### src/rtl/rsbc_pkg.sv
// Package for the reset source and brown-out control block.
// Assumes a single 50 MHz core clock and an AXI4-Lite register port.
package rsbc_pkg;

    // Register byte offsets.
    localparam logic [3:0] CTRL_OFFS = 4'h0;
    localparam logic [3:0] STAT_OFFS = 4'h4;
    localparam logic [3:0] CFG_OFFS = 4'h8;

    // Control/status register bit positions.
    localparam int BORF_BIT = 0;
    localparam int PORF_BIT = 1;
    localparam int SW_BROWNOUT_ENABLE_BIT = 6;

    // Configuration register fields.
    localparam int MODE_LSB = 0;
    localparam int LEVEL_LSB = 2;
    localparam int POWERUP_DELAY_TIMER_DIS_BIT = 4;
    localparam int PIN_EN_BIT = 5;

    // Status register bits.
    localparam int RST_BIT = 0;
    localparam int BOR_ACT_BIT = 1;
    localparam int POWERUP_DELAY_TIMER_RUN_BIT = 2;
    localparam int PIN_IN_BIT = 3;

    // Brown-out modes.
    localparam logic [1:0] BOR_OFF = 2'h0;
    localparam logic [1:0] BOR_SW = 2'h1;
    localparam logic [1:0] BOR_NOSLEEP = 2'h2;
    localparam logic [1:0] BOR_ON = 2'h3;

    // Timing.
    localparam int CLK_MHZ = 50;
    localparam int FILT_NS = 200;
    localparam int FILT_CYC = FILT_NS * CLK_MHZ / 1000;
    localparam int BROWNOUT_MIN_DURATION_NS = 200;
    localparam int BROWNOUT_MIN_DURATION_CYC = (BROWNOUT_MIN_DURATION_NS * CLK_MHZ + 999) / 1000;
    localparam int RC_PERIOD_US = 32;
    localparam int RC_TICK_CYC = RC_PERIOD_US * CLK_MHZ;
    localparam int POWERUP_DELAY_TIMER_BITS = 11;
    localparam int POR_PULSE_CYC = 4;

    localparam logic [1:0] AXI_OKAY = 2'h0;
    localparam logic [1:0] AXI_SLVERR = 2'h2;

    typedef struct packed {
        logic ext_reset_pin_enable;
        logic powerup_timer_disable_n;
        logic [1:0] brownout_level_cfg;
        logic [1:0] brownout_mode_cfg;
    } rsbc_cfg_t;

endpackage : rsbc_pkg

### src/rtl/rsbc_top.sv
// Reset source, brown-out control and power-up delay sequencing.
// Assumes supply comparators and the reset pin are asynchronous levels;
// configuration is static fuse-like input straps.
//
// The AXI4-Lite register port and the register addresses were decided locally.
`timescale 1ns/100ps

// Summary of operation
// - Filtered low on the reset pin resets; short glitches are ignored.
// - Reset pin is input only; internal resets never drive it.
// - With pin disabled, pin is a plain input, no reset.
// - Supply rising above threshold makes a power-on reset pulse.
// - Power-on flag cleared on power-on reset only.
// - Hardware never sets the power-on flag; software writes it one.
// - Detector enabled: resets when supply low longer than minimum time.
// - Brown-out reset holds until supply is back above threshold.
// - Delay timer runs after recovery; new brown-out restarts it.
// - Brown-out enable and delay timer enable are independent.
// - Mode 01: software enable bit turns detector on or off.
// - Software enable works only in mode 01, else reads zero.
// - Threshold comes only from the level configuration field.
// - Brown-out flag cleared on brown-out and power-on resets.
// - Mode 10: detector off in sleep, on otherwise.
// - Mode 00: brown-out reset always disabled.
// - Mode 11: brown-out reset always enabled.
// - Delay is 11-bit count of 32 us oscillator ticks, reset held.
// - Delay runs only when its disable_n bit is clear.
// - Delay follows end of power-on pulse, then start-up timer.
module rsbc_top #(
    parameter int RC_TICK = rsbc_pkg::RC_TICK_CYC,
    parameter int POWERUP_DELAY_TIMER_COUNT = 2 ** rsbc_pkg::POWERUP_DELAY_TIMER_BITS
) (
    input wire logic CORE_CLK,
    input wire logic RESETN,
    input wire logic EXT_RESET_N,
    input wire logic SUPPLY_OK,
    input wire logic BOR_SUPPLY_LOW,
    input wire logic SLEEP_MODE,
    input wire rsbc_pkg::rsbc_cfg_t CFG,
    output logic [1:0] BOR_LEVEL_SEL,
    output logic EXT_PIN_DATA,
    output logic DEVICE_RESET,
    output logic OST_START,
    input wire logic [31:0] S_AXI_AWADDR,
    input wire logic S_AXI_AWVALID,
    output logic S_AXI_AWREADY,
    input wire logic [31:0] S_AXI_WDATA,
    input wire logic [3:0] S_AXI_WSTRB,
    input wire logic S_AXI_WVALID,
    output logic S_AXI_WREADY,
    output logic [1:0] S_AXI_BRESP,
    output logic S_AXI_BVALID,
    input wire logic S_AXI_BREADY,
    input wire logic [31:0] S_AXI_ARADDR,
    input wire logic S_AXI_ARVALID,
    output logic S_AXI_ARREADY,
    output logic [31:0] S_AXI_RDATA,
    output logic [1:0] S_AXI_RRESP,
    output logic S_AXI_RVALID,
    input wire logic S_AXI_RREADY
);

    typedef enum logic [1:0] {
        RSBC_POR, RSBC_BOR, RSBC_POWERUP_DELAY_TIMER, RSBC_RUN
    } rsbc_state_t;

    localparam logic [15:0] RC_TICK_W = 16'(RC_TICK - 1);
    localparam logic [11:0] POWERUP_DELAY_TIMER_LAST = 12'(POWERUP_DELAY_TIMER_COUNT - 1);
    localparam logic [3:0] FILT_LAST = 4'(rsbc_pkg::FILT_CYC - 1);
    localparam logic [3:0] BROWNOUT_MIN_DURATION_LAST = 4'(rsbc_pkg::BROWNOUT_MIN_DURATION_CYC - 1);
    localparam logic [2:0] PORP_LAST = 3'(rsbc_pkg::POR_PULSE_CYC - 1);

    ////////////////////////////////////////////////////////////////////
    // Input synchronisers.

    logic [1:0] pin_sync_reg;
    logic [1:0] sup_sync_reg;
    logic [1:0] low_sync_reg;
    logic [1:0] slp_sync_reg;

    always_ff @(posedge CORE_CLK or negedge RESETN) begin
        if (!RESETN) begin
            pin_sync_reg <= 2'h3;
            sup_sync_reg <= 2'h0;
            low_sync_reg <= 2'h0;
            slp_sync_reg <= 2'h0;
        end else begin
            pin_sync_reg <= {pin_sync_reg[0], EXT_RESET_N};
            sup_sync_reg <= {sup_sync_reg[0], SUPPLY_OK};
            low_sync_reg <= {low_sync_reg[0], BOR_SUPPLY_LOW};
            slp_sync_reg <= {slp_sync_reg[0], SLEEP_MODE};
        end
    end

    wire logic pin_s = pin_sync_reg[1];
    wire logic sup_s = sup_sync_reg[1];
    wire logic low_s = low_sync_reg[1];
    wire logic slp_s = slp_sync_reg[1];

    ////////////////////////////////////////////////////////////////////
    // Reset pin noise filter.

    logic [3:0] filt_cnt_reg;
    logic pin_reset_reg;

    always_ff @(posedge CORE_CLK or negedge RESETN) begin
        if (!RESETN) begin
            filt_cnt_reg <= 4'h0;
            pin_reset_reg <= 1'b0;
        end else if (pin_s) begin
            filt_cnt_reg <= 4'h0;
            pin_reset_reg <= 1'b0;
        end else if (filt_cnt_reg == FILT_LAST) begin
            pin_reset_reg <= CFG.ext_reset_pin_enable;
        end else begin
            filt_cnt_reg <= filt_cnt_reg + 4'h1;
        end
    end

    ////////////////////////////////////////////////////////////////////
    // Brown-out enable and detector.

    logic sw_brownout_enable_reg;
    logic [3:0] brownout_min_duration_cnt_reg;
    logic bor_trip_reg;
    logic bor_en;

    always_comb begin
        case (CFG.brownout_mode_cfg)
            rsbc_pkg::BOR_SW: bor_en = sw_brownout_enable_reg;
            rsbc_pkg::BOR_NOSLEEP: bor_en = !slp_s;
            rsbc_pkg::BOR_ON: bor_en = 1'b1;
            default: bor_en = 1'b0;
        endcase
    end

    always_ff @(posedge CORE_CLK or negedge RESETN) begin
        if (!RESETN) begin
            brownout_min_duration_cnt_reg <= 4'h0;
            bor_trip_reg <= 1'b0;
        end else if (!bor_en || !low_s) begin
            brownout_min_duration_cnt_reg <= 4'h0;
            bor_trip_reg <= 1'b0;
        end else if (brownout_min_duration_cnt_reg == BROWNOUT_MIN_DURATION_LAST) begin
            bor_trip_reg <= 1'b1;
        end else begin
            brownout_min_duration_cnt_reg <= brownout_min_duration_cnt_reg + 4'h1;
        end
    end

    always_ff @(posedge CORE_CLK or negedge RESETN) begin
        if (!RESETN) begin
            BOR_LEVEL_SEL <= 2'h0;
        end else begin
            BOR_LEVEL_SEL <= CFG.brownout_level_cfg;
        end
    end

    ////////////////////////////////////////////////////////////////////
    // Sequencer: power-on pulse, brown-out hold, power-up delay.

    rsbc_state_t state_reg;
    logic [2:0] porp_cnt_reg;
    logic [15:0] tick_cnt_reg;
    logic [11:0] powerup_delay_timer_cnt_reg;
    logic sup_prev_reg;
    logic por_event;
    logic bor_event;
    wire logic rc_tick = (tick_cnt_reg == RC_TICK_W);

    assign por_event = sup_s && !sup_prev_reg;
    assign bor_event = bor_trip_reg && state_reg != RSBC_BOR;

    // The oscillator divider stands in for the internal RC clock.
    always_ff @(posedge CORE_CLK or negedge RESETN) begin
        if (!RESETN) begin
            tick_cnt_reg <= 16'h0;
        end else if (state_reg != RSBC_POWERUP_DELAY_TIMER || rc_tick) begin
            tick_cnt_reg <= 16'h0;
        end else begin
            tick_cnt_reg <= tick_cnt_reg + 16'h1;
        end
    end

    always_ff @(posedge CORE_CLK or negedge RESETN) begin
        if (!RESETN) begin
            state_reg <= RSBC_POR;
            porp_cnt_reg <= 3'h0;
            powerup_delay_timer_cnt_reg <= 12'h0;
            sup_prev_reg <= 1'b0;
        end else begin
            sup_prev_reg <= sup_s;
            if (!sup_s || por_event) begin
                state_reg <= RSBC_POR;
                porp_cnt_reg <= 3'h0;
                powerup_delay_timer_cnt_reg <= 12'h0;
            end else if (bor_trip_reg) begin
                state_reg <= RSBC_BOR;
                powerup_delay_timer_cnt_reg <= 12'h0;
            end else begin
                case (state_reg)
                    RSBC_POR: begin
                        if (porp_cnt_reg == PORP_LAST) begin
                            state_reg <= CFG.powerup_timer_disable_n ?
                                RSBC_RUN : RSBC_POWERUP_DELAY_TIMER;
                        end else begin
                            porp_cnt_reg <= porp_cnt_reg + 3'h1;
                        end
                    end
                    RSBC_BOR: begin
                        state_reg <= CFG.powerup_timer_disable_n ?
                            RSBC_RUN : RSBC_POWERUP_DELAY_TIMER;
                    end
                    RSBC_POWERUP_DELAY_TIMER: begin
                        if (rc_tick) begin
                            if (powerup_delay_timer_cnt_reg == POWERUP_DELAY_TIMER_LAST) begin
                                state_reg <= RSBC_RUN;
                            end
                            powerup_delay_timer_cnt_reg <= powerup_delay_timer_cnt_reg + 12'h1;
                        end
                    end
                    default: state_reg <= RSBC_RUN;
                endcase
            end
        end
    end

    // pin never driven, no output enable exists
    always_ff @(posedge CORE_CLK or negedge RESETN) begin
        if (!RESETN) begin
            DEVICE_RESET <= 1'b1;
            OST_START <= 1'b0;
            EXT_PIN_DATA <= 1'b1;
        end else begin
            DEVICE_RESET <= state_reg != RSBC_RUN || pin_reset_reg;
            OST_START <= (state_reg == RSBC_POR || state_reg == RSBC_POWERUP_DELAY_TIMER)
                && !por_event && sup_s && !bor_trip_reg
                && ((state_reg == RSBC_POWERUP_DELAY_TIMER && rc_tick
                     && powerup_delay_timer_cnt_reg == POWERUP_DELAY_TIMER_LAST)
                    || (state_reg == RSBC_POR
                        && porp_cnt_reg == PORP_LAST
                        && CFG.powerup_timer_disable_n));
            EXT_PIN_DATA <= pin_s;
        end
    end

    ////////////////////////////////////////////////////////////////////
    // Flags and software enable.

    logic porf_n_reg;
    logic borf_n_reg;
    logic wr_fire;
    logic [31:0] wdata_hold_reg;
    logic [31:0] waddr_hold_reg;
    logic [3:0] wstrb_hold_reg;
    wire logic ctrl_wr = wr_fire
        && waddr_hold_reg == {28'h0, rsbc_pkg::CTRL_OFFS}
        && wstrb_hold_reg[0];

    always_ff @(posedge CORE_CLK or negedge RESETN) begin
        if (!RESETN) begin
            porf_n_reg <= 1'b0;
            borf_n_reg <= 1'b0;
            sw_brownout_enable_reg <= 1'b1;
        end else begin
            // only software sets the power flag
            if (ctrl_wr && wdata_hold_reg[rsbc_pkg::PORF_BIT]) begin
                porf_n_reg <= 1'b1;
            end
            if (ctrl_wr && wdata_hold_reg[rsbc_pkg::BORF_BIT]) begin
                borf_n_reg <= 1'b1;
            end
            if (ctrl_wr) begin
                sw_brownout_enable_reg <= wdata_hold_reg[rsbc_pkg::SW_BROWNOUT_ENABLE_BIT];
            end
            if (por_event) begin
                porf_n_reg <= 1'b0;
                borf_n_reg <= 1'b0;
                sw_brownout_enable_reg <= 1'b1;
            end else if (bor_event) begin
                borf_n_reg <= 1'b0;
            end
        end
    end

    ////////////////////////////////////////////////////////////////////
    // AXI4-Lite slave.

    logic aw_have_reg;
    logic w_have_reg;
    assign wr_fire = aw_have_reg && w_have_reg && !S_AXI_BVALID;

    // Full address decode, so that upper bits never alias a register.
    function automatic logic known_addr(input logic [31:0] a);
        return a[31:4] == 28'h0 && (a[3:0] == rsbc_pkg::CTRL_OFFS
            || a[3:0] == rsbc_pkg::STAT_OFFS
            || a[3:0] == rsbc_pkg::CFG_OFFS);
    endfunction : known_addr

    always_ff @(posedge CORE_CLK or negedge RESETN) begin
        if (!RESETN) begin
            aw_have_reg <= 1'b0;
            w_have_reg <= 1'b0;
            waddr_hold_reg <= 32'h0;
            wdata_hold_reg <= 32'h0;
            wstrb_hold_reg <= 4'h0;
            S_AXI_AWREADY <= 1'b0;
            S_AXI_WREADY <= 1'b0;
            S_AXI_BVALID <= 1'b0;
            S_AXI_BRESP <= rsbc_pkg::AXI_OKAY;
        end else begin
            S_AXI_AWREADY <= !aw_have_reg && !S_AXI_AWREADY;
            S_AXI_WREADY <= !w_have_reg && !S_AXI_WREADY;
            if (S_AXI_AWVALID && S_AXI_AWREADY) begin
                aw_have_reg <= 1'b1;
                waddr_hold_reg <= S_AXI_AWADDR;
                S_AXI_AWREADY <= 1'b0;
            end
            if (S_AXI_WVALID && S_AXI_WREADY) begin
                w_have_reg <= 1'b1;
                wdata_hold_reg <= S_AXI_WDATA;
                wstrb_hold_reg <= S_AXI_WSTRB;
                S_AXI_WREADY <= 1'b0;
            end
            if (wr_fire) begin
                S_AXI_BVALID <= 1'b1;
                S_AXI_BRESP <= known_addr(waddr_hold_reg) ?
                    rsbc_pkg::AXI_OKAY : rsbc_pkg::AXI_SLVERR;
            end
            if (S_AXI_BVALID && S_AXI_BREADY) begin
                S_AXI_BVALID <= 1'b0;
                aw_have_reg <= 1'b0;
                w_have_reg <= 1'b0;
            end
        end
    end

    logic [31:0] rd_word;
    always_comb begin
        rd_word = 32'h0;
        case (S_AXI_ARADDR[3:0])
            rsbc_pkg::CTRL_OFFS: begin
                rd_word[rsbc_pkg::BORF_BIT] = borf_n_reg;
                rd_word[rsbc_pkg::PORF_BIT] = porf_n_reg;
                rd_word[rsbc_pkg::SW_BROWNOUT_ENABLE_BIT] = sw_brownout_enable_reg
                    && CFG.brownout_mode_cfg == rsbc_pkg::BOR_SW;
            end
            rsbc_pkg::STAT_OFFS: begin
                rd_word[rsbc_pkg::RST_BIT] = DEVICE_RESET;
                rd_word[rsbc_pkg::BOR_ACT_BIT] = bor_en;
                rd_word[rsbc_pkg::POWERUP_DELAY_TIMER_RUN_BIT] = state_reg == RSBC_POWERUP_DELAY_TIMER;
                rd_word[rsbc_pkg::PIN_IN_BIT] = pin_s;
            end
            rsbc_pkg::CFG_OFFS: rd_word[5:0] = CFG;
            default: rd_word = 32'h0;
        endcase
    end

    always_ff @(posedge CORE_CLK or negedge RESETN) begin
        if (!RESETN) begin
            S_AXI_ARREADY <= 1'b0;
            S_AXI_RVALID <= 1'b0;
            S_AXI_RDATA <= 32'h0;
            S_AXI_RRESP <= rsbc_pkg::AXI_OKAY;
        end else begin
            S_AXI_ARREADY <= !S_AXI_RVALID && !S_AXI_ARREADY;
            if (S_AXI_ARVALID && S_AXI_ARREADY) begin
                S_AXI_ARREADY <= 1'b0;
                S_AXI_RVALID <= 1'b1;
                S_AXI_RDATA <= known_addr(S_AXI_ARADDR) ? rd_word : 32'h0;
                S_AXI_RRESP <= known_addr(S_AXI_ARADDR) ?
                    rsbc_pkg::AXI_OKAY : rsbc_pkg::AXI_SLVERR;
            end else if (S_AXI_RVALID && S_AXI_RREADY) begin
                S_AXI_RVALID <= 1'b0;
            end
        end
    end

    ////////////////////////////////////////////////////////////////////
    // Checks.

    pin_filter_a:
    assert property (@(posedge CORE_CLK) disable iff (!RESETN)
        pin_s |=> !pin_reset_reg)
        else $error("Pin reset outlived high pin.");

    pin_disable_a:
    assert property (@(posedge CORE_CLK) disable iff (!RESETN)
        !CFG.ext_reset_pin_enable |=> !pin_reset_reg)
        else $error("Disabled pin caused reset.");

    por_flag_a:
    assert property (@(posedge CORE_CLK) disable iff (!RESETN)
        por_event |=> !porf_n_reg && !borf_n_reg)
        else $error("Power-on did not clear flags.");

    por_sticky_a:
    assert property (@(posedge CORE_CLK) disable iff (!RESETN)
        !porf_n_reg && !ctrl_wr |=> !porf_n_reg)
        else $error("Power flag set by hardware.");

    bor_off_a:
    assert property (@(posedge CORE_CLK) disable iff (!RESETN)
        CFG.brownout_mode_cfg == rsbc_pkg::BOR_OFF |-> !bor_en)
        else $error("Brown-out enabled in mode 00.");

    bor_trip_a:
    assert property (@(posedge CORE_CLK) disable iff (!RESETN)
        bor_en && low_s && brownout_min_duration_cnt_reg == BROWNOUT_MIN_DURATION_LAST |=> bor_trip_reg)
        else $error("Brown-out did not trip.");

    bor_hold_a:
    assert property (@(posedge CORE_CLK) disable iff (!RESETN)
        state_reg == RSBC_BOR && bor_trip_reg |=> DEVICE_RESET)
        else $error("Reset released during brown-out.");

    sw_read_a:
    assert property (@(posedge CORE_CLK) disable iff (!RESETN)
        CFG.brownout_mode_cfg != rsbc_pkg::BOR_SW
        |-> !rd_word[rsbc_pkg::SW_BROWNOUT_ENABLE_BIT])
        else $error("Software enable read as one.");

    powerup_delay_timer_hold_a:
    assert property (@(posedge CORE_CLK) disable iff (!RESETN)
        state_reg == RSBC_POWERUP_DELAY_TIMER |=> DEVICE_RESET)
        else $error("Reset released while delay counts.");

endmodule : rsbc_top

### config.mk
export PLATFORM = sky130hd
export DESIGN_NAME = rsbc_top
export DESIGN_NICKNAME = d
export VERILOG_FILES = /design/src/rtl/rsbc_pkg.sv /design/src/rtl/rsbc_top.sv
export SDC_FILE = /design/constraint.sdc
export NUM_CORES = 1
export LEC_CHECK = 0
export ABC_AREA = 1
export BUFFER_PORTS_ARGS = -buffer_cell sky130_fd_sc_hd__buf_2
export CORE_MARGIN = 2
export CORE_UTILIZATION = 50
export CTS_CLUSTER_DIAMETER = 60
export DETAILED_ROUTE_END_ITERATION = 16
export PLACE_DENSITY = 0.89
export SETUP_SLACK_MARGIN = 0.15
export SYNTH_ARGS = -nofsm -noshare
export SYNTH_HDL_FRONTEND = slang
export SYNTH_SLANG_ARGS = --single-unit
export TNS_END_PERCENT = 30
### constraint.sdc
create_clock -name CORE_CLK -period 1.5 [get_ports CORE_CLK]
set_input_delay 0.3 -clock CORE_CLK [delete_from_list [all_inputs] [get_ports CORE_CLK]]
set_output_delay 0.3 -clock CORE_CLK [all_outputs]
set_load 0.05 [all_outputs]
### Yosys cells after proc, flatten, opt, wreduce, memory -nomap -nowiden

Index checks and enable logic that the tools add are counted.

| operators by class | value |
|---|---|
| add/subtract/negate cells | 5 |
| $mul | 0 |
| divide/modulo/power cells | 0 |
| order comparisons | 0 |
| equal/unequal tests | 24 |
| shift operators | 0 |
| mux-type cells | 50 |
| bitwise logic cells | 0 |
| reduce and logical (&&, ||, !) cells | 72 |

Operators with widths:

| kind | number |
|---|---|
| 28-bit logical NOT | 2 |
| 12-bit 2-to-1 mux | 4 |
| 32-bit logical NOT | 1 |
| 1-bit logical AND | 27 |
| 1-bit 2-to-1 mux | 24 |
| 2-bit nonzero test | 9 |
| 16-bit by 1-bit adder with 16-bit output, second input constant | 1 |
| 16-bit by 11-bit equality test with 1-bit output, second input constant | 1 |
| 4-bit equality test, second input constant | 4 |
| 16-bit 2-to-1 mux | 1 |
| 2-bit 2-to-1 mux | 8 |
| 4-bit 2-to-1 mux | 4 |
| 1-bit logical NOT | 14 |
| 12-bit by 1-bit adder with 12-bit output, second input constant | 1 |
| 12-bit by 11-bit equality test with 1-bit output, second input constant | 1 |
| 3-bit 2-to-1 mux | 4 |
| 4-bit != test, second input constant | 3 |
| 2-bit case mux with 3 select lines | 2 |
| 1-bit logical OR | 10 |
| 2-bit != test, second input constant | 5 |
| 3-bit nonzero test | 3 |
| 4-bit by 1-bit adder with 4-bit output, second input constant | 2 |
| 4-bit by 3-bit equality test with 1-bit output, second input constant | 2 |
| 4-bit logical NOT | 2 |
| 11 further kinds | 16 |

| word-level totals | value |
|---|---|
| register bits after elaboration | 143 |
| latch bits | 0 |
| memory bits (writable) | 0 |
| bits in read-only memories | 0 |
| input bits | 117 |
| output and inout port bits | 46 |
| memories | 0 |

### Logic depth before layout (Yosys ltp)

| logic depth | value |
|---|---|
| depth after elaboration | 8 |
| depth in mapped cells | 10 |
| gate-level depth less buffers | 10 |

### Least setup slack after synthesis

Ideal clock, no wire load.

| timing | value |
|---|---|
| path kind | reg-to-reg |
| from | register S_AXI_ARREADY |
| to | register S_AXI_RDATA[0] |
| setup time | 0.066 ns |
| arrival time | 1.425 ns |
| path slack | 0.009 ns |
| cell stages (with the launch flop) | 7 |
| path buffers | 0 |
| clock period less this slack | 1.491 ns |
| path through | dfrtp_1 nand2_1 nor2_1 nand3b_1 nor2_1 nand2_1 nand2_1 |

| between the ends | value |
|---|---|
| cells in the longest elaborated chain, start to end | 1 |

Ends and longest elaborated chain:

| item | RTL line | text |
|---|---|---|
| start: declaration | rsbc_top.sv:56 | `output logic S_AXI_ARREADY,` |
| start signal: assignment | rsbc_top.sv:366 | `S_AXI_ARREADY <= !S_AXI_RVALID && !S_AXI_ARREADY;` |
| 1-bit logical AND | rsbc_top.sv:367 | `if (S_AXI_ARVALID && S_AXI_ARREADY) begin` |
| end signal: assignment | rsbc_top.sv:370 | `S_AXI_RDATA <= known_addr(S_AXI_ARADDR) ? rd_word : 32'h0;` |
| end: declaration | rsbc_top.sv:57 | `output logic [31:0] S_AXI_RDATA,` |

No other way between the ends.
A chain may end at the register's enable or synchronous reset.

### Worst setup path in the final report

| timing | value |
|---|---|
| from | register tick_cnt_reg[11] |
| to | register powerup_delay_timer_cnt_reg[8] |

| between the ends | value |
|---|---|
| cells in the longest elaborated chain, start to end | 3 |

Ends and longest elaborated chain:

| item | RTL line | text |
|---|---|---|
| start: declaration | rsbc_top.sv:164 | `logic [15:0] tick_cnt_reg;` |
| start signal: assignment | rsbc_top.sv:181 | `tick_cnt_reg <= tick_cnt_reg + 16'h1;` |
| 16-bit by 11-bit equality test with 1-bit output | rsbc_top.sv:169 | `wire logic rc_tick = (tick_cnt_reg == RC_TICK_W);` |
| 3-bit nonzero test (no line) | - |  |
| 2-bit AND reduction (no line) | - |  |
| end signal: assignment | rsbc_top.sv:219 | `powerup_delay_timer_cnt_reg <= powerup_delay_timer_cnt_reg + 12'h1;` |
| end: declaration | rsbc_top.sv:165 | `logic [11:0] powerup_delay_timer_cnt_reg;` |

No other way between the ends.

==> results.ini <==
[detailed_routing]
drt_iter0_drc = 207
wl_met3_um = 902
vias_per_cell = 4.94
wl_met1_um = 5020
post-route-drc-count = 0
routed-via-count = 4875
wl_met2_um = 6010
top_layer = met4
antenna_left = 0
routed_wl_um = 12100
wl_per_cell_um = 12.3
firstDrtPassIters = 5

[global_route]
grt_pass1_wl_um = 19300
antenna_found_initial = 0
grtUsageTotal = 0.204
overflow = 0
grt_pass1_vias = 4628
grt_max_degree = 35

[sta]
fin_tns_setup_ns = 0
rsz0062_at_grt = yes
min_period_ns = 1.42
hold_ws_ns = 0.0142
finalClockSkew_ns = 0.0136
slew_violations = 0
setup_viol = 0
min_period_over_period = 0.944
hold_viol = 0
fmax_mhz = 706

[clocking]
path_clk_slew_ns = 0.12
numCtsBuffers = 9
cts.sinks = 112
cts_max_level = 3
cts-root-buf = clkbuf_8
cts_tree = done
clock_path_buffers = 2
clk_latency_ns = 0.38

[critical_path]
cp_cell_sequence = inv_1 > nand2_1 > nor2_2 > nand2_1 > inv_2 > nand3_4 > nand2_4 > buf_4 > nand2_1 > o21ai_1
critPathArrivalTime_ns = 1.72
critPathMaxFanout = 5
slowest_delay_ns = 0.41
end_kind = flop
path_common_cell = nand2_1
critical-path-top-delay-family = simple AND/OR/NAND/NOR gates
worstSetupPathType = flop to flop
critical_path_required_ns = 1.81
start_kind = flop
critPathBufInv = 3
slowest_stage = dfrtp_1

[synth]
avgSynthCellArea_um2 = 7.85
ys_seq_area_frac = 0.504
yosys_warnings = 0
syn_inst = 710
syn-cell-area_um2 = 5570
synth-seq-cells = 112
synth_cell_type_count = 39

[final_layout]
postLayoutCellArea_um2 = 6750
ff_latch_area_um2 = 2810
fillers = 919
drive_gt1_frac = 0.238
largest_reg_flops = 32
multi_input_area_um2 = 2430
syn2layout_area_growth_pct = 21.2
nets = 967
antenna_cells = 0

[place]
dp_hpwl_um = 8710
io_buffers = 103
placed_area_um2 = 6310
gp_congestion = 0.842

[floorplan]
dieArea_um2 = 12000
die_w_um = 110
start_util = 0.514
fp.coreArea_um2 = 10800
io_pins = 163
die_h_um = 110
rows = 38

[status]
outcome = finished clean

[pwr]
powerDensity_nw_per_um2 = 1120
ir_drop_uv = 958
leakage_uw = 0.00354

[hold_path]
hold_class = input port to flop

[run]
cap_violations = 0

## cell families after synthesis
group                    Yosys count  synth area share
AO/OA/AOI/OAI                     39            0.0395
XOR/XNOR                          10            0.0157
adder cells (fa/ha/maj)            8            0.0180
buffers and inverters            122             0.104
flip-flops                       112             0.504
other                              1          0.000673
AND/OR/NAND/NOR                  418             0.318
## path summary, 6_finish.rpt
check | startpoint | end | slack [ns] | cells past startpoint
hold / removal | BOR_SUPPLY_LOW | low_sync_reg[0] | 0.01 | 1
max in group asynchronous | RESETN | pin_sync_reg[1] | 0.57 | 3
setup reg to reg | tick_cnt_reg[11] | powerup_delay_timer_cnt_reg[8] | 0.08 | 10
hold reg to reg | slp_sync_reg[0] | slp_sync_reg[1] | 0.36 | 0
min in group asynchronous | RESETN | tick_cnt_reg[8] | 0.36 | 2
setup / recovery | tick_cnt_reg[11] | powerup_delay_timer_cnt_reg[8] | 0.08 | 10
## cell usage in the layout, fill, tap and decap left out, drive strengths merged, types with 3 or more instances in the layout
master         n
xnor2          5
nand3         44
nand2        236
conb          27
o21ai         19
buf          128
nor3b          4
clkbuf         9
a21oi         10
nor3           8
dlygate4sd3    3
nand4         21
inv           89
clkinv         4
ha             8
dfrtp        107
xor2           5
dfstp          5
nor2         103
## Yosys cell counts, drive strengths merged
master | count | area [um^2]
o21a | 1 | 7.51
ha | 8 | 100
a22o | 1 | 8.76
o21bai | 1 | 7.51
clkinv | 1 | 3.75
inv | 85 | 319
nand3 | 44 | 230
buf | 32 | 239
dfstp | 5 | 131
nor3 | 8 | 51.3
nand2 | 236 | 906
a21o | 2 | 15.0
o31ai | 1 | 7.51
conb | 1 | 3.75
dfrtp | 107 | 2680
nor3b | 4 | 30.0
nand3b | 1 | 7.51
nand4 | 21 | 131
o21ai | 19 | 98.8
o22ai | 2 | 12.5
a31oi | 2 | 12.5
nor4 | 1 | 6.26
xnor2 | 5 | 43.8
a21oi | 10 | 50.1
xor2 | 5 | 43.8
clkbuf | 4 | 15.0
nor2 | 103 | 412
## layout make-up
type	count	share of cell area
Clock buffer	9	0.0183
Clock inverter	7	0.0124
Inverter	86	0.0482
Multi-Input combinational cell	502	0.360
Sequential cell	112	0.417
Tap cell	140	0.0259
Timing Repair Buffer	131	0.118
## per-stage QoR
stage / total power, uW / std cells / util / worst slack, ns
global route: 8070 / 987 / 0.623 / -0.00187
detailed placement: 5740 / 964 / 0.582 / 0.00340
floorplan: 5240 / 736 / - / 0.183
global placement: 5660 / 964 / 0.582 / 0.0707
CTS: 7570 / 983 / 0.610 / 0.0966
finish: 7560 / 987 / 0.623 / 0.0844
## power by group
part	total, uW	leakage (uW)	internal, uW	switching [uW]
Sequential	3940	0.00144	3600	342
Combinational	1770	0.00200	571	1200
Clock	1840	0.000105	677	1170
## routing by layer
metal  track usage  up-vias
met2         0.371      191
met4        0.0660        0
li1              -     2419
met1         0.248     2246
met5             0        -
met3        0.0320       19
## timing repair
action,CTS,global route
setup endpoints to repair,38,51
gates resized for setup,23,31
pin swaps,3,11
hold endpoints to repair,23,1
setup buffers,1,3
hold buffers,2,1
No activity file was read; power rests on OpenSTA's default activity.
